File: config.mk
export PLATFORM = sky130hd
export DESIGN_NAME = program_counter_and_stack
export DESIGN_NICKNAME = d
export VERILOG_FILES = /design/src/include/pcstk_pkg.sv /design/src/include/stack_port_if.sv /design/src/design/apb_decode.sv /design/src/design/program_counter_and_stack.sv /design/src/design/return_stack_mem.sv
export SDC_FILE = /design/constraint.sdc
export NUM_CORES = 1
export LEC_CHECK = 0
export BUFFER_PORTS_ARGS = -buffer_cell sky130_fd_sc_hd__buf_2
export CORE_MARGIN = 2
export CORE_UTILIZATION = 55
export CTS_BUF_LIST = sky130_fd_sc_hd__clkbuf_4 sky130_fd_sc_hd__clkbuf_8 sky130_fd_sc_hd__clkbuf_16
export CTS_CLUSTER_DIAMETER = 60
export DETAILED_ROUTE_END_ITERATION = 10
export PLACE_DENSITY = 0.8
export SETUP_SLACK_MARGIN = 0.3
export SLEW_MARGIN = 20
export SYNTH_ARGS = -nofsm -noshare
export SYNTH_HDL_FRONTEND = slang
export SYNTH_SLANG_ARGS = --single-unit
File: constraint.sdc
create_clock -name i_clk_sys -period 9 [get_ports i_clk_sys]
set_input_delay 1.8 -clock i_clk_sys [delete_from_list [all_inputs] [get_ports i_clk_sys]]
set_output_delay 1.8 -clock i_clk_sys [all_outputs]
set_load 0.05 [all_outputs]
File: src/include/pcstk_pkg.sv
// Package with register map, reset values and opcodes for the program counter and stack block.
package pcstk_pkg;
   // Register indices on APB; the byte address is four times the index.
   localparam logic [11:0] IDX_FLAGS_SHADOW = 12'h0fe4;
   localparam logic [11:0] IDX_WORKING_SHADOW = 12'h0fe5;
   localparam logic [11:0] IDX_BANK_SELECT_SHADOW = 12'h0fe6;
   localparam logic [11:0] IDX_UPPER_LATCH_SHADOW = 12'h0fe7;
   localparam logic [11:0] IDX_POINTER0_LOW_SHADOW = 12'h0fe8;
   localparam logic [11:0] IDX_POINTER0_HIGH_SHADOW = 12'h0fe9;
   localparam logic [11:0] IDX_POINTER1_LOW_SHADOW = 12'h0fea;
   localparam logic [11:0] IDX_POINTER1_HIGH_SHADOW = 12'h0feb;
   localparam logic [11:0] IDX_STACK_INDEX = 12'h0fed;
   localparam logic [11:0] IDX_STACK_TOP_LOW = 12'h0fee;
   localparam logic [11:0] IDX_STACK_TOP_HIGH = 12'h0fef;
   localparam logic [11:0] IDX_PC_LOW_BYTE = 12'h0f82;
   localparam logic [11:0] IDX_UPPER_ADDRESS_LATCH = 12'h0f8a;
   localparam logic [11:0] IDX_FAULT_STATUS = 12'h0ff0;
   localparam logic [11:0] IDX_IRQ_MASK = 12'h0ff1;
   localparam logic [11:0] IDX_CONTROL = 12'h0ff2;
   localparam logic [11:0] IDX_PC_VIEW = 12'h0ff3;
   // Reset values.
   localparam logic [14:0] PC_RESET = 15'h0000;
   localparam logic [4:0] STACK_INDEX_RESET = 5'h1f;
   localparam logic [7:0] WORKING_SHADOW_RESET = 8'h00;
   // Status bit positions.
   localparam int OVF_BIT = 0;
   localparam int UNF_BIT = 1;
   // Sequencer commands from the instruction decoder.
   typedef enum logic [3:0] {
      OP_NONE = 4'h0,
      OP_STEP = 4'h1,
      OP_CALL = 4'h2,
      OP_COMPUTED_CALL = 4'h3,
      OP_INTERRUPT = 4'h4,
      OP_RETURN = 4'h5,
      OP_RETURN_WITH_LITERAL = 4'h6,
      OP_INTERRUPT_RETURN = 4'h7,
      OP_JUMP_BY_WORK_OFFSET = 4'h8,
      OP_RELATIVE_JUMP = 4'h9,
      OP_WRITE_PC_LOW = 4'ha
   } pc_op_t;
endpackage

File: src/include/stack_port_if.sv
// Interface between the sequencer and the return-address stack memory.
`timescale 1ns/1ps
interface stack_port_if #(parameter int DEPTH_BITS = 4);
   logic we;
   logic [DEPTH_BITS-1:0] waddr;
   logic [14:0] wdata;
   logic [DEPTH_BITS-1:0] raddr;
   logic [14:0] rdata;
   modport owner (output we, output waddr, output wdata, output raddr, input rdata);
   modport store (input we, input waddr, input wdata, input raddr, output rdata);
endinterface

File: src/design/apb_decode.sv
// APB address decode that turns a byte address into a register index and a hit flag.
`timescale 1ns/1ps
module apb_decode (
   input wire logic [13:0] i_paddr,
   output logic [11:0] o_index,
   output logic o_hit
);
   // Any byte address inside a word of the mapped set answers as a hit; bits 1:0 are ignored.
   always_comb begin
      o_index = i_paddr[13:2];
      case (i_paddr[13:2])
         pcstk_pkg::IDX_FLAGS_SHADOW, pcstk_pkg::IDX_WORKING_SHADOW,
         pcstk_pkg::IDX_BANK_SELECT_SHADOW, pcstk_pkg::IDX_UPPER_LATCH_SHADOW,
         pcstk_pkg::IDX_POINTER0_LOW_SHADOW, pcstk_pkg::IDX_POINTER0_HIGH_SHADOW,
         pcstk_pkg::IDX_POINTER1_LOW_SHADOW, pcstk_pkg::IDX_POINTER1_HIGH_SHADOW,
         pcstk_pkg::IDX_STACK_INDEX, pcstk_pkg::IDX_STACK_TOP_LOW,
         pcstk_pkg::IDX_STACK_TOP_HIGH, pcstk_pkg::IDX_PC_LOW_BYTE,
         pcstk_pkg::IDX_UPPER_ADDRESS_LATCH, pcstk_pkg::IDX_FAULT_STATUS,
         pcstk_pkg::IDX_IRQ_MASK, pcstk_pkg::IDX_CONTROL, pcstk_pkg::IDX_PC_VIEW: o_hit = 1'b1;
         default: o_hit = 1'b0;
      endcase
   end
endmodule

File: src/design/program_counter_and_stack.sv
// Program counter sequencer with a sixteen-entry return stack and an APB register slave.
// Contract
// - Counter is 15 bits; low byte accessible.
// - Every reset clears the whole counter, except a fault reset in the same cycle as an APB low byte write.
// - Low byte write copies latch into upper bits.
// - Call: operand low bits, latch bits 6:3.
// - Computed call: working low, latch upper.
// - Work offset jump adds unsigned working value.
// - Relative jump adds signed operand.
// - Sixteen entries of 15 bits, separate.
// - Push on calls/interrupt, pop on returns.
// - Push and pop leave latch unchanged.
// - Fault reset off: stack wraps circularly.
// - Overflow and underflow flags always set.
// - Stack index is five bits wide.
// - Index then top registers reach any entry.
// - Push increments first; pop loads first.
// - Index resets to all ones, empty.
// - Fault reset on: reset and flag.
`timescale 1ns/1ps
module program_counter_and_stack #(
   parameter int DEPTH_BITS = 4
) (
   input wire logic i_clk_sys,
   input wire logic i_rst_n,
   input wire logic i_ce,
   // Sequencer command from the instruction decoder and vectoring logic.
   input wire logic [3:0] i_op,
   input wire logic [10:0] i_call_operand,
   input wire logic [8:0] i_rel_operand,
   input wire logic [7:0] i_working,
   input wire logic [7:0] i_pc_low_wdata,
   input wire logic [14:0] i_vector,
   // APB slave.
   input wire logic i_psel,
   input wire logic i_penable,
   input wire logic i_pwrite,
   input wire logic [13:0] i_paddr,
   input wire logic [31:0] i_pwdata,
   output logic [31:0] o_prdata,
   output logic o_pready,
   output logic o_pslverr,
   // Core-side results.
   output logic [14:0] o_pc,
   output logic o_fault_reset,
   output logic o_irq
);
   // Whole state, registered as one word.
   typedef struct packed {
      // Counter and latch.
      logic [14:0] pc;
      logic [6:0] upper_address_latch;

      // Stack control.
      logic [4:0] stack_index;
      logic stack_fault_reset_enable;

      // Faults and mask.
      logic [1:0] status;
      logic [1:0] mask;

      // Shadow copies.
      logic [7:0] flags_shadow;
      logic [7:0] working_shadow;
      logic [7:0] bank_select_shadow;
      logic [7:0] upper_latch_shadow;
      logic [7:0] pointer0_low_shadow;
      logic [7:0] pointer0_high_shadow;
      logic [7:0] pointer1_low_shadow;
      logic [7:0] pointer1_high_shadow;

      // Registered outputs.
      logic [31:0] prdata;
      logic pready;
      logic pslverr;
      logic fault_reset;
      logic irq;
   } state_t;

   state_t cur;
   state_t next_cur;

   logic [11:0] reg_index;
   logic reg_hit;
   pcstk_pkg::pc_op_t op;

   // Entry store and register decode.
   stack_port_if #(.DEPTH_BITS(DEPTH_BITS)) stk ();

   return_stack_mem #(.DEPTH_BITS(DEPTH_BITS)) u_mem (
      .i_clk_sys(i_clk_sys),
      .i_ce(i_ce),
      .port(stk.store)
   );

   apb_decode u_dec (
      .i_paddr(i_paddr),
      .o_index(reg_index),
      .o_hit(reg_hit)
   );

   // Slot that an index value selects; the low four bits give circular wrap.
   function automatic logic [DEPTH_BITS-1:0] slot_of(input logic [4:0] idx);
      slot_of = idx[DEPTH_BITS-1:0];
   endfunction

   // Counter after fetch plus a 15-bit offset, with carries across 256-word pages.
   function automatic logic [14:0] branch_target(input logic [14:0] pc, input logic [14:0] off);
      branch_target = 15'(pc + 15'h0001 + off);
   endfunction

   assign op = pcstk_pkg::pc_op_t'(i_op);

   // Sequencer, stack control and register file in one next-state process.
   always_comb begin
      logic push;
      logic pop;
      logic access;
      logic [4:0] idx_up;
      logic [14:0] top;

      next_cur = cur;
      push = 1'b0;
      pop = 1'b0;
      access = i_psel && i_penable;
      idx_up = 5'(cur.stack_index + 5'h01);
      top = stk.rdata;
      // The port idles on the current slot.
      stk.we = 1'b0;
      stk.waddr = slot_of(cur.stack_index);
      stk.wdata = cur.pc;
      stk.raddr = slot_of(cur.stack_index);
      // Bus answer and fault pulse stand one cycle.
      next_cur.pready = 1'b0;
      next_cur.pslverr = 1'b0;
      next_cur.fault_reset = 1'b0;

      // Counter loading for each command; the latch itself is never touched here.
      case (op)
         // Fetch advances by one.
         pcstk_pkg::OP_STEP: begin
            next_cur.pc = 15'(cur.pc + 15'h0001);
         end

         // A call takes its page bits from latch bits 6:3.
         pcstk_pkg::OP_CALL: begin
            push = 1'b1;
            next_cur.pc = {cur.upper_address_latch[6:3], i_call_operand};
         end

         // A computed call takes the whole latch.
         pcstk_pkg::OP_COMPUTED_CALL: begin
            push = 1'b1;
            next_cur.pc = {cur.upper_address_latch, i_working};
         end

         // Vectoring pushes like a call.
         pcstk_pkg::OP_INTERRUPT: begin
            push = 1'b1;
            next_cur.pc = i_vector;
         end

         // Returns unload the current entry.
         pcstk_pkg::OP_RETURN, pcstk_pkg::OP_RETURN_WITH_LITERAL,
         pcstk_pkg::OP_INTERRUPT_RETURN: begin
            pop = 1'b1;
            next_cur.pc = top;
         end

         // The offset is unsigned.
         pcstk_pkg::OP_JUMP_BY_WORK_OFFSET: begin
            next_cur.pc = branch_target(cur.pc, {7'h00, i_working});
         end

         // The operand is sign extended.
         pcstk_pkg::OP_RELATIVE_JUMP: begin
            next_cur.pc = branch_target(cur.pc, {{6{i_rel_operand[8]}}, i_rel_operand});
         end

         // Core write of the low byte.
         pcstk_pkg::OP_WRITE_PC_LOW: begin
            next_cur.pc = {cur.upper_address_latch, i_pc_low_wdata};
         end
         default: begin
         end
      endcase

      // Push: index is raised first, then the return address goes into the new slot.
      if (push) begin
         next_cur.stack_index = idx_up;
         stk.we = 1'b1;
         stk.waddr = slot_of(idx_up);
         stk.wdata = 15'(cur.pc + 15'h0001);
         // Index 0x0f holds the sixteenth entry.
         if (cur.stack_index == 5'h0f) begin
            next_cur.status[pcstk_pkg::OVF_BIT] = 1'b1;
            if (cur.stack_fault_reset_enable) begin
               next_cur.fault_reset = 1'b1;
               next_cur.pc = pcstk_pkg::PC_RESET;
               next_cur.stack_index = pcstk_pkg::STACK_INDEX_RESET;
               stk.we = 1'b0;
            end
         end
      end

      // Pop: the counter was loaded above, then the index drops.
      if (pop) begin
         next_cur.stack_index = 5'(cur.stack_index - 5'h01);
         // Popping an empty stack underflows.
         if (cur.stack_index == pcstk_pkg::STACK_INDEX_RESET) begin
            next_cur.status[pcstk_pkg::UNF_BIT] = 1'b1;
            if (cur.stack_fault_reset_enable) begin
               next_cur.fault_reset = 1'b1;
               next_cur.pc = pcstk_pkg::PC_RESET;
               next_cur.stack_index = pcstk_pkg::STACK_INDEX_RESET;
            end
         end
      end

      // APB access phase: answer after one wait state, writes land here.
      if (access && !cur.pready) begin
         next_cur.pready = 1'b1;
         next_cur.pslverr = !reg_hit;
         next_cur.prdata = 32'h0000_0000;
         if (i_pwrite) begin
            case (reg_index)
               // Shadow copies keep their implemented bits.
               pcstk_pkg::IDX_FLAGS_SHADOW: next_cur.flags_shadow = {5'h00, i_pwdata[2:0]};
               pcstk_pkg::IDX_WORKING_SHADOW: next_cur.working_shadow = i_pwdata[7:0];
               pcstk_pkg::IDX_BANK_SELECT_SHADOW:
                  next_cur.bank_select_shadow = {3'h0, i_pwdata[4:0]};
               pcstk_pkg::IDX_UPPER_LATCH_SHADOW:
                  next_cur.upper_latch_shadow = {1'b0, i_pwdata[6:0]};
               pcstk_pkg::IDX_POINTER0_LOW_SHADOW: next_cur.pointer0_low_shadow = i_pwdata[7:0];
               pcstk_pkg::IDX_POINTER0_HIGH_SHADOW: next_cur.pointer0_high_shadow = i_pwdata[7:0];
               pcstk_pkg::IDX_POINTER1_LOW_SHADOW: next_cur.pointer1_low_shadow = i_pwdata[7:0];
               pcstk_pkg::IDX_POINTER1_HIGH_SHADOW: next_cur.pointer1_high_shadow = i_pwdata[7:0];
               pcstk_pkg::IDX_STACK_INDEX: next_cur.stack_index = i_pwdata[4:0];

               // A top write patches one byte of the entry.
               pcstk_pkg::IDX_STACK_TOP_LOW: begin
                  if (!push) begin
                     stk.we = 1'b1;
                     stk.waddr = slot_of(cur.stack_index);
                     stk.wdata = {top[14:8], i_pwdata[7:0]};
                  end
               end
               pcstk_pkg::IDX_STACK_TOP_HIGH: begin
                  if (!push) begin
                     stk.we = 1'b1;
                     stk.waddr = slot_of(cur.stack_index);
                     stk.wdata = {i_pwdata[6:0], top[7:0]};
                  end
               end

               // Counter, latch, mask and control.
               pcstk_pkg::IDX_PC_LOW_BYTE: begin
                  next_cur.pc = {cur.upper_address_latch, i_pwdata[7:0]};
               end
               pcstk_pkg::IDX_UPPER_ADDRESS_LATCH: next_cur.upper_address_latch = i_pwdata[6:0];
               pcstk_pkg::IDX_IRQ_MASK: next_cur.mask = i_pwdata[1:0];
               pcstk_pkg::IDX_CONTROL: next_cur.stack_fault_reset_enable = i_pwdata[0];
               default: begin
               end
            endcase
         end else begin
            case (reg_index)
               // Shadow copies read in the low byte.
               pcstk_pkg::IDX_FLAGS_SHADOW: next_cur.prdata = {24'h00_0000, cur.flags_shadow};
               pcstk_pkg::IDX_WORKING_SHADOW: next_cur.prdata = {24'h00_0000, cur.working_shadow};
               pcstk_pkg::IDX_BANK_SELECT_SHADOW:
                  next_cur.prdata = {24'h00_0000, cur.bank_select_shadow};
               pcstk_pkg::IDX_UPPER_LATCH_SHADOW:
                  next_cur.prdata = {24'h00_0000, cur.upper_latch_shadow};
               pcstk_pkg::IDX_POINTER0_LOW_SHADOW:
                  next_cur.prdata = {24'h00_0000, cur.pointer0_low_shadow};
               pcstk_pkg::IDX_POINTER0_HIGH_SHADOW:
                  next_cur.prdata = {24'h00_0000, cur.pointer0_high_shadow};
               pcstk_pkg::IDX_POINTER1_LOW_SHADOW:
                  next_cur.prdata = {24'h00_0000, cur.pointer1_low_shadow};
               pcstk_pkg::IDX_POINTER1_HIGH_SHADOW:
                  next_cur.prdata = {24'h00_0000, cur.pointer1_high_shadow};

               // Stack index and top of stack.
               pcstk_pkg::IDX_STACK_INDEX: next_cur.prdata = {27'h000_0000, cur.stack_index};
               pcstk_pkg::IDX_STACK_TOP_LOW: begin
                  // Empty stack with fault reset on reads as zero.
                  if (!(cur.stack_fault_reset_enable && cur.stack_index[4])) begin
                     next_cur.prdata = {24'h00_0000, top[7:0]};
                  end
               end
               pcstk_pkg::IDX_STACK_TOP_HIGH: begin
                  if (!(cur.stack_fault_reset_enable && cur.stack_index[4])) begin
                     next_cur.prdata = {25'h000_0000, top[14:8]};
                  end
               end

               // Counter, latch, faults, mask and control.
               pcstk_pkg::IDX_PC_LOW_BYTE: next_cur.prdata = {24'h00_0000, cur.pc[7:0]};
               pcstk_pkg::IDX_UPPER_ADDRESS_LATCH:
                  next_cur.prdata = {25'h000_0000, cur.upper_address_latch};
               pcstk_pkg::IDX_FAULT_STATUS: begin
                  next_cur.prdata = {30'h0000_0000, cur.status};
                  // Read clears, but an event in this same cycle survives.
                  next_cur.status = next_cur.status & ~cur.status | (next_cur.status & ~cur.status);
                  next_cur.status[pcstk_pkg::OVF_BIT] =
                     (push && cur.stack_index == 5'h0f);
                  next_cur.status[pcstk_pkg::UNF_BIT] =
                     (pop && cur.stack_index == pcstk_pkg::STACK_INDEX_RESET);
               end
               pcstk_pkg::IDX_IRQ_MASK: next_cur.prdata = {30'h0000_0000, cur.mask};
               pcstk_pkg::IDX_CONTROL:
                  next_cur.prdata = {31'h0000_0000, cur.stack_fault_reset_enable};
               pcstk_pkg::IDX_PC_VIEW: next_cur.prdata = {17'h0_0000, cur.pc};
               default: begin
               end
            endcase
         end
      end

      // Level interrupt from the status that will stand next.
      next_cur.irq = |(next_cur.status & next_cur.mask);
   end

   // State register; hardware reset clears the counter and empties the stack.
   always_ff @(posedge i_clk_sys) begin
      if (!i_rst_n) begin
         cur <= '0;
         cur.pc <= pcstk_pkg::PC_RESET;
         cur.stack_index <= pcstk_pkg::STACK_INDEX_RESET;
         cur.working_shadow <= pcstk_pkg::WORKING_SHADOW_RESET;
      end else if (i_ce) begin
         // Enable low holds every field.
         cur <= next_cur;
      end
   end

   assign o_pc = cur.pc;
   assign o_prdata = cur.prdata;
   assign o_pready = cur.pready;
   assign o_pslverr = cur.pslverr;
   assign o_fault_reset = cur.fault_reset;
   assign o_irq = cur.irq;
endmodule

File: src/design/return_stack_mem.sv
// Sixteen-entry, 15-bit return-address store kept apart from program and data memory.
`timescale 1ns/1ps
module return_stack_mem #(
   parameter int DEPTH_BITS = 4
) (
   input wire logic i_clk_sys,
   input wire logic i_ce,
   stack_port_if.store port
);
   logic [14:0] mem [0:(1 << DEPTH_BITS)-1];

   // Entries have no reset; the write happens only while the clock enable is high.
   always_ff @(posedge i_clk_sys) begin
      if (i_ce && port.we) begin
         mem[port.waddr] <= port.wdata;
      end
   end

   // Combinational read of the indexed entry.
   assign port.rdata = mem[port.raddr];
endmodule

==> results.py, run 1 <==
metrics = {
    "sta": {
        "holdWs_ns": 0.455,
        "worst_slew_pin_slew_ns": 1.18,
        "relSlewSlack": 0.208,
        "timing.fmax_mhz": 180,
        "drv_slew": 0,
        "hold_violations": 0,
        "finalClockSkew_ns": 0.0186,
        "fin_crit_ns": 5.55,
        "rsz0062_at_grt": "no",
        "fin_crit_sh": 0.616,
        "setup_viol": 0,
        "tns_ns": 0,
    },
    "logic_synthesis": {
        "ys.flop_type": "edfxtp_1",
        "synthArstFlopShare": 0,
        "syn_area_um2": 17700,
        "ys_warn_count": 0,
        "synth_cell_types": 86,
        "seq_area_frac_synth": 0.532,
        "synthCells": 1508,
        "syn-mean-instance-area_um2": 11.7,
        "ys_ff_latch": 350,
        "synth_edf_count": 240,
    },
    "hold_path": {
        "min_path_type": "flip-flop to flip-flop",
    },
    "die": {
        "core_area_um2": 31600,
        "dieWidth_um": 183,
        "initial_core_util": 0.560,
        "dieArea_um2": 33600,
        "die_h_um": 183,
        "ioPinCount": 158,
        "fp-row-count": 65,
    },
    "final_layout": {
        "fin_area_um2": 19500,
        "diodes": 0,
        "fin_nets": 1697,
        "regArea_um2": 9410,
        "synthToLayoutAreaGrowth_pct": 10.2,
        "drive_gt1_frac": 0.201,
        "layout_common_cells": "edfxtp_1 (240), nand2_1 (127), buf_2 (114)",
        "multi_input_area_um2": 7470,
        "fill_cells": 2432,
        "postLayoutCoreUtil": 0.617,
        "final_common_cell": "edfxtp_1",
    },
    "worst_setup_path": {
        "cp_data_required_time_ns": 9.44,
        "crit_chain": "buf_2 -> nand2b_1 -> nor2_1 -> mux2_2 -> ha_1 -> fa_1 -> a211oi_1 -> nor2_1 -> o31ai_1 -> o31ai_1 -> xor2_1 -> a221oi_1 -> a2111oi_2",
        "critPathMaxStageDelay_ns": 0.60,
        "cp_data_arrival_time_ns": 5.99,
        "crit_fanout": 31,
        "cp-start-kind": "primary input",
        "slowest_stage": "nor2_1",
        "cp_top_family": "compound AO/OA/AOI/OAI gates",
        "critPathCaptureType": "flip-flop",
        "critPathKind": "primary input to flip-flop",
        "critical_path_buf_inv_count": 1,
        "rrSetupSlack_ns": 4.94,
    },
    "grt": {
        "antenna_found_initial": 0,
        "grt_pass1_wl_um": 76600,
        "grt_pass1_vias": 12600,
        "overflow": 0,
        "grt_max_degree": 68,
        "track_usage": 0.303,
    },
    "routing": {
        "routedWlPerCell_um": 25.6,
        "vias": 13500,
        "drt_iter0_drc": 1615,
        "dr.pass1.iters": 5,
        "postRouteAntennaNets": 0,
        "post-route-drc-count": 0,
        "viasPerCell": 6.77,
        "routed_wl_um": 51200,
    },
    "clocking": {
        "cts_tree": "yes",
        "clockBufferDepth": 3,
        "cts_made_buffers": 37,
        "cts-root-buf": "clkbuf_16",
        "cts_htree_levels": 2,
        "cts_resized": 0,
        "clock_latency_ns": 0.54,
        "hold_buffers": 0,
        "clkTransAtPathRegs_ns": 0.06,
        "postCtsSetupRepairBufs": 0,
        "clock_sinks": 350,
    },
    "placed_design": {
        "port_buffers": 114,
        "post_dp_cell_area_um2": 18300,
        "place.gp.congestion": 0.952,
        "dp_hpwl_um": 33100,
    },
    "pwr": {
        "p_leak_nw": 6.89,
        "ir_worst_vdd_v": 0.000170,
        "power_density_nw_per_um2": 188,
    },
    "run": {
        "maxCapViolCount": 0,
    },
    "run_status": {
        "status": "finished, final reports clean",
    },
}
==> state kept, by name (all words and copies together) (netlist names), named ones only <==
register,count
o_fault_reset,1
o_pc,15
cur,72
o_irq,1
o_prdata,15
u_mem.mem,240
o_pready,1
o_pslverr,1
==> per-stage QoR <==
stage,cells,power [mW],setup WS (ns)
after floorplan,1524,2.12,3.79
after global routing,1997,3.77,3.20
after CTS,1997,3.67,3.56
after global placement,1933,2.24,3.04
after detailed placement,1933,2.25,3.01
final,1997,3.67,3.45
==> cell type report <==
cell class	count	share of cell area
flip-flops and latches	350	0.482
multi-input cells	996	0.383
clock buffers	45	0.0509
repair buffers	153	0.0442
well taps	402	0.0258
clock inverters	19	0.00750
inverters	32	0.00616
==> layer usage <==
metal  wire length, um  vias to the layer above  share of wire  GRT usage
met2             23400                      918           0.46      0.471
li1                  -                     5858              -          -
met1             20000                     6567           0.39      0.422
met5                 0                        -              0          0
met3              5320                      168           0.10     0.0437
met4              2510                        0          0.049      0.145
==> tightest hold or removal path, stage by stage (launching register included) <==
cell	delay [ns]
dfxtp_1	0.31
nand2_1	0.05
a21oi_1	0.05
==> final timing paths <==
check,from,end,cells after the start
max,i_op[3],o_pc[12]$_SDFFE_PN0P_,13
min,cur[45]$_SDFFE_PN0P_,cur[45]$_SDFFE_PN0P_,2
max reg2reg,flip-flop,u_mem.mem[12][13]$_DFFE_PP_,8
min reg2reg,cur[45]$_SDFFE_PN0P_,cur[45]$_SDFFE_PN0P_,2
==> power breakdown <==
part	internal (mW)	switching, mW	leakage, nW
Clock	0.796	0.635	0.566
Sequential	1.75	0.0299	3.08
Combinational	0.155	0.303	3.25
==> cells in the mapped netlist, types with 5 or more instances <==
| cell type | instances | area [um2] |
|---|---|---|
| edfxtp_1 | 240 | 7210 |
| nand2_1 | 127 | 477 |
| dfxtp_1 | 110 | 2200 |
| nor2_1 | 100 | 375 |
| a21oi_1 | 84 | 420 |
| clkbuf_1 | 68 | 255 |
| nand3_1 | 68 | 340 |
| mux4_2 | 65 | 1460 |
| o21ai_0 | 56 | 280 |
| buf_4 | 49 | 368 |
| mux2i_1 | 37 | 370 |
| a22oi_1 | 33 | 248 |
| nor2b_1 | 32 | 200 |
| inv_1 | 31 | 116 |
| a21boi_0 | 26 | 195 |
| a211oi_1 | 24 | 180 |
| nor3_1 | 22 | 110 |
| a31oi_1 | 20 | 125 |
| ha_1 | 19 | 238 |
| a221oi_1 | 16 | 140 |
| buf_2 | 16 | 80.1 |
| xnor2_1 | 16 | 140 |
| and3_1 | 15 | 93.8 |
| a21o_1 | 14 | 105 |
| nand2b_1 | 14 | 87.6 |
| and2_1 | 12 | 75.1 |
| mux2_2 | 12 | 135 |
| o22ai_1 | 12 | 75.1 |
| a221o_1 | 9 | 90.1 |
| a32oi_1 | 9 | 78.8 |
| buf_1 | 9 | 33.8 |
| o211ai_1 | 9 | 67.6 |
| nand4_1 | 8 | 50.1 |
| xor2_1 | 8 | 70.1 |
| a22o_1 | 7 | 61.3 |
| mux4_1 | 6 | 158 |
| nor3_2 | 6 | 60.1 |
| o221ai_1 | 6 | 52.6 |
| a41oi_1 | 5 | 43.8 |
| o31ai_1 | 5 | 37.5 |
==> cells by family after synthesis <==
group / after synthesis / synth area share
simple gates: 433 / 0.119
compound gates: 381 / 0.150
flops: 350 / 0.532
buf+inv: 178 / 0.0515
mux: 120 / 0.120
xor+xnor: 25 / 0.0131
fa+ha+maj: 20 / 0.0146
other cells: 1 / 0.000212
Power figures use the tool's default switching activity.
==> run 2: changes to the inputs <==
--- a/config.mk
+++ b/config.mk
@@ -7,11 +7,11 @@
 export LEC_CHECK = 0
 export BUFFER_PORTS_ARGS = -buffer_cell sky130_fd_sc_hd__buf_2
 export CORE_MARGIN = 2
-export CORE_UTILIZATION = 55
+export CORE_UTILIZATION = 54
 export CTS_BUF_LIST = sky130_fd_sc_hd__clkbuf_4 sky130_fd_sc_hd__clkbuf_8 sky130_fd_sc_hd__clkbuf_16
 export CTS_CLUSTER_DIAMETER = 60
 export DETAILED_ROUTE_END_ITERATION = 10
-export PLACE_DENSITY = 0.8
+export PLACE_DENSITY = 0.81
 export SETUP_SLACK_MARGIN = 0.3
 export SLEW_MARGIN = 20
 export SYNTH_ARGS = -nofsm -noshare
==> constraint.sdc (replaced) <==
create_clock -name i_clk_sys -period 4.7 [get_ports i_clk_sys]
set_input_delay 0.94 -clock i_clk_sys [delete_from_list [all_inputs] [get_ports i_clk_sys]]
set_output_delay 0.94 -clock i_clk_sys [all_outputs]
set_load 0.05 [all_outputs]
==> run 2 against run 1 <==
Effect of this change:
- sequential power rose by 93%
- clock power rose by 110%
- via count rose by 0.73%
- core utilization fell by 0.24 points
- register-to-register slack got worse by 4.0 ns
- global-route usage rose by 0.52 points
- die area rose by 1.8%
- first-iteration DRC count rose by 19%
- critical path depth fell by 1
- non-clock buffer count rose by 25
- critical path type unchanged
- critical endpoint is now o_pc[11]$_SDFFE_PN0P_
- highest routed layer unchanged
==> results.py, run 2 (synthesis results as in run 1) <==
metrics = {
    "run_status": {
        "status": "finished, final reports clean",
    },
    "hold_path": {
        "min_path_cells": 2,
        "min_path_type": "flip-flop to flip-flop",
    },
    "final_layout": {
        "fin_nets": 1723,
        "largest_reg_flops": 240,
        "synthToLayoutAreaGrowth_pct": 12.3,
        "drive_gt1_frac": 0.214,
        "postLayoutCoreUtil": 0.614,
        "regMostFlops": "u_mem.mem",
        "diodes": 0,
        "final_common_cell": "edfxtp_1",
        "reg.largest.list": "u_mem.mem (240), cur (72)",
        "layout_common_cells": "edfxtp_1 (240), nand2_1 (127), buf_2 (114)",
        "fill_cells": 2535,
    },
    "worst_setup_path": {
        "cp_top_family": "simple AND/OR/NAND/NOR gates",
        "critPathCaptureType": "flip-flop",
        "critPathKind": "primary input to flip-flop",
        "critPathMaxStageDelay_ns": 0.64,
        "crit_cells": 12,
        "cp_data_required_time_ns": 5.08,
        "cp-start-kind": "primary input",
        "cp_data_arrival_time_ns": 4.21,
        "critical_path_buf_inv_count": 2,
        "crit_chain": "buf_2 -> nand2b_1 -> nor2_1 -> buf_4 -> mux2_2 -> ha_1 -> a211oi_1 -> o21ai_0 -> nand2_1 -> nor3_1 -> nor4_1 -> o21ai_0",
        "worst-r2r-cell-count": 13,
        "crit_top_cell": "o21ai_0",
        "slowest_stage": "nor4_1",
        "crit_fanout": 9,
    },
    "sta": {
        "tns_ns": 0,
        "rsz0062_at_grt": "no",
        "fin_crit_sh": 0.815,
        "timing.fmax_mhz": 261,
        "drv_slew": 0,
        "finalClockSkew_ns": 0.0349,
        "hold_violations": 0,
        "relSlewSlack": 0.283,
        "fin_crit_ns": 3.83,
        "setup_viol": 0,
        "worst_slew_pin_slew_ns": 1.07,
    },
    "clocking": {
        "cts_htree_levels": 2,
        "cts-root-buf": "clkbuf_16",
        "clockBufferDepth": 3,
        "postCtsSetupRepairBufs": 0,
        "clkTransAtPathRegs_ns": 0.05,
        "clock_latency_ns": 0.55,
        "cts_resized": 0,
        "hold_buffers": 0,
        "clock_sinks": 350,
        "cts_made_buffers": 38,
        "cts_tree": "yes",
    },
    "routing": {
        "viasPerCell": 6.59,
        "postRouteAntennaNets": 0,
        "routed_wl_um": 52600,
        "dr.pass1.iters": 9,
        "routedWlPerCell_um": 25.5,
        "drt_iter0_drc": 1920,
        "post-route-drc-count": 0,
        "vias": 13600,
    },
    "die": {
        "die_h_um": 185,
        "core_area_um2": 32400,
        "ioPinCount": 158,
        "dieArea_um2": 34200,
        "fp-row-count": 66,
        "initial_core_util": 0.547,
        "dieWidth_um": 185,
    },
    "placed_design": {
        "place.gp.congestion": 0.986,
        "port_buffers": 114,
        "dp_hpwl_um": 34500,
    },
    "run": {
        "maxCapViolCount": 0,
    },
    "grt": {
        "overflow": 0,
        "grt_pass1_wl_um": 78500,
        "antenna_found_initial": 0,
        "grt_max_degree": 67,
        "track_usage": 0.308,
        "grt_pass1_vias": 12800,
    },
    "pwr": {
        "p_leak_nw": 7.09,
        "ir_worst_vdd_v": 0.000318,
        "power_density_nw_per_um2": 369,
    },
}
run 2: stage by stage:
step                area (um2)  instances  power [mW]  hold WS, ns  worst slack (ns)
finish                   19900       2065        7.33        0.455             0.871
global route             19900       2065        7.53        0.473             0.712
CTS                      19900       2065        7.32        0.455              1.00
detailed placement       18600       1998        4.34        0.447             0.495
global placement         18600       1998        4.32        0.442             0.532
floorplan                17800       1524        4.07        0.433             0.352
run 2: worst paths after layout:
kind                        start                    end  slack, ns
max reg2reg  o_pc[0]$_SDFFE_PN0P_  o_pc[12]$_SDFFE_PN0P_       0.90
min reg2reg  cur[49]$_SDFFE_PN0P_   cur[49]$_SDFFE_PN0P_       0.45
max                       i_op[1]  o_pc[11]$_SDFFE_PN0P_       0.87
min          cur[49]$_SDFFE_PN0P_   cur[49]$_SDFFE_PN0P_       0.45
run 2: layout make-up:
class,count,area (um2),area share
repair buffers,178,1060,0.0535
inverters,32,120,0.00604
well taps,442,553,0.0278
clock inverters,17,234,0.0118
flip-flops and latches,350,9410,0.473
clock buffers,50,1050,0.0530
multi-input cells,996,7450,0.375
run 2: metal layers:
metal  global-route usage  up-vias  wire [um]
met5                    0        -          0
met4                0.129        0       2480
met3               0.0545      177       5620
met2                0.496      947      24400
met1                0.416     6575      20100
li1                     -     5910          -
run 2: power by group:
part	switching, mW	leakage [nW]	internal [mW]
clock network	1.24	0.633	1.77
logic	0.576	3.38	0.311
registers	0.0730	3.08	3.35
total	1.89	7.09	5.44
run 2: worst reg2reg max path, cell delays in order (launching register included):
cell	delay (ns)
dfxtp_1	0.64
ha_1	0.41
nand3_1	0.25
nor2_1	0.17
xnor2_1	0.32
inv_1	0.10
ha_1	0.44
a21oi_1	0.26
nand2_1	0.09
a21oi_1	0.18
o31ai_1	0.11
xor2_1	0.21
a221oi_1	0.13
a2111oi_2	0.38
==> run 3: changes to the inputs <==
==> constraint.sdc (replaced) <==
create_clock -name i_clk_sys -period 3.5 [get_ports i_clk_sys]
set_input_delay 0.7 -clock i_clk_sys [delete_from_list [all_inputs] [get_ports i_clk_sys]]
set_output_delay 0.7 -clock i_clk_sys [all_outputs]
set_load 0.05 [all_outputs]
==> run 3 against run 2 <==
Effect of this change:
- non-clock buffer count grew 94
- count of clock-buffer cells in the layout shrank 5
- setup slack lost 0.48 ns
- critical path depth is the same
- sequential cell count is the same
- register-to-register slack lost 0.50 ns
- clock power grew 31%
- design area grew 4.7%
- hold slack gained 0.0016 ns
- sequential power grew 33%
- total power grew 35%
- wire length grew 4.3%
- critical path type is now flip-flop to flip-flop
- largest cell class unchanged
- largest power group unchanged
- highest routed layer unchanged
==> results.py, run 3 (synthesis results as in run 1) <==
metrics = {
    "run_status": {
        "status": "finished, final reports clean",
    },
    "routing": {
        "drt_iter0_drc": 1893,
        "post-route-drc-count": 0,
        "routedWlPerCell_um": 25.5,
        "routed_wl_um": 54900,
        "viasPerCell": 6.62,
        "dr.pass1.iters": 8,
        "postRouteAntennaNets": 0,
        "vias": 14300,
    },
    "grt": {
        "grt_pass1_vias": 13700,
        "grt_pass1_wl_um": 82600,
        "grt_max_degree": 66,
        "antenna_found_initial": 0,
        "overflow": 0,
        "track_usage": 0.322,
    },
    "worst_setup_path": {
        "rrSetupSlack_ns": 0.40,
        "worst-r2r-cell-count": 12,
        "critPathKind": "flip-flop to flip-flop",
        "crit_fanout": 4,
        "cp-start-kind": "flip-flop",
        "r2r_end": "o_pc[14]$_SDFFE_PN0P_",
        "cp_data_required_time_ns": 3.93,
        "critPathCaptureType": "flip-flop",
        "cp_data_arrival_time_ns": 3.53,
        "r2r-start": "o_pc[7]$_SDFFE_PN0P_",
    },
    "final_layout": {
        "fin_nets": 1816,
        "diodes": 0,
        "fin_area_um2": 20800,
        "reg.largest.list": "u_mem.mem (240), cur (72)",
        "synthToLayoutAreaGrowth_pct": 17.6,
        "largest_reg_flops": 240,
        "final_common_cell": "edfxtp_1",
        "layoutNonFillerInstCount": 2158,
        "layout_common_cells": "edfxtp_1 (240), buf_4 (142), nand2_1 (127)",
        "drive_gt1_frac": 0.268,
        "fill_cells": 2424,
        "regMostFlops": "u_mem.mem",
    },
    "clocking": {
        "clock_sinks": 350,
        "cts_made_buffers": 37,
        "clock_latency_ns": 0.54,
        "cts_htree_levels": 2,
        "cts_tree": "yes",
        "clockBufferDepth": 3,
        "cts-root-buf": "clkbuf_16",
        "clkTransAtPathRegs_ns": 0.06,
        "hold_buffers": 0,
    },
    "run": {
        "maxCapViolCount": 0,
    },
    "placed_design": {
        "post_dp_cell_area_um2": 19500,
        "dpl.cell_count": 2084,
        "dp_hpwl_um": 37000,
        "place.gp.congestion": 1.02,
        "port_buffers": 114,
    },
    "sta": {
        "finalClockSkew_ns": 0.0159,
        "setup_viol": 0,
        "holdWs_ns": 0.456,
        "fin_crit_sh": 0.887,
        "drv_slew": 0,
        "worst_slew_pin_slew_ns": 1.08,
        "rsz0062_at_grt": "yes",
        "timing.fmax_mhz": 322,
        "relSlewSlack": 0.278,
        "hold_violations": 0,
        "tns_ns": 0,
        "fin_crit_ns": 3.10,
    },
    "die": {
        "ioPinCount": 158,
        "dieArea_um2": 34200,
        "dieWidth_um": 185,
        "fp-row-count": 66,
        "core_area_um2": 32400,
        "die_h_um": 185,
        "initial_core_util": 0.547,
    },
    "pwr": {
        "power_density_nw_per_um2": 476,
        "ir_worst_vdd_v": 0.000426,
        "power_mw": 9.91,
        "p_leak_nw": 7.61,
    },
    "hold_path": {
        "min_path_cells": 2,
        "hold_path_end": "cur[44]$_SDFFE_PN0P_",
        "min_path_type": "flip-flop to flip-flop",
        "hp-start": "cur[44]$_SDFFE_PN0P_",
    },
}
run 3: changes by cell type in the layout (fill, tap and decap cells not counted), sizes merged:
cell / previous run / this run
clkinv: 13 / 15
inv: 31 / 32
buf: 178 / 272
bufinv: 3 / 4
clkbuf: 50 / 45
run 3: layout make-up:
cell class              count  area (um2)  area share
multi-input cells         996        7550       0.363
flip-flops and latches    350        9420       0.452
clock inverters            21         251      0.0121
repair buffers            272        1940      0.0933
inverters                  32         120     0.00577
well taps                 442         553      0.0266
clock buffers              45         986      0.0474
run 3: worst max-delay path by stage:
stage	start	to
final	o_pc[7]$_SDFFE_PN0P_	o_pc[14]$_SDFFE_PN0P_
after floorplan	i_op[1]	o_pc[12]$_SDFFE_PN0P_
after global placement	i_op[2]	o_pc[13]$_SDFFE_PN0P_
after detailed placement	i_op[2]	o_pc[12]$_SDFFE_PN0P_
after CTS	o_pc[1]$_SDFFE_PN0P_	o_pc[13]$_SDFFE_PN0P_
after global routing	o_pc[1]$_SDFFE_PN0P_	o_pc[13]$_SDFFE_PN0P_
run 3: routing by layer:
layer,GRT usage,wire [um]
met1,0.436,21100
met4,0.138,2780
met5,0,0
met3,0.0570,6080
met2,0.515,25000
run 3: critical path, cell delays in order, from the launching register on:
cell      delay [ns]
dfxtp_1         0.45
and4_1          0.32
and3_1          0.19
nor2b_1         0.17
xnor2_1         0.19
inv_1           0.08
ha_1            0.36
nand4_1         0.12
or2_2           0.29
o311ai_0        0.42
xor2_1          0.17
o21ai_0         0.07
and3_1          0.17
run 3: report_power, final:
group / total (mW) / switching (mW) / internal (mW)
registers: 4.55 / 0.0510 / 4.50
logic: 1.39 / 0.867 / 0.520
clock network: 3.97 / 1.64 / 2.33
total: 9.91 / 2.56 / 7.35
run 3: what timing repair did:
item | 4_1_cts | 5_1_grt
endpoints found under the setup margin | 48 | 42
setup buffers | 1 | 7
gates resized for setup | 1 | 8
pin swaps | 0 | 3
run 3: metrics by stage:
step / utilization / setup slack, ns
after floorplan: - / 0.0349
after global placement: 0.601 / -0.0354
after detailed placement: 0.601 / -0.0561
after CTS: 0.640 / 0.340
after global routing: 0.643 / 0.253
final: 0.643 / 0.395
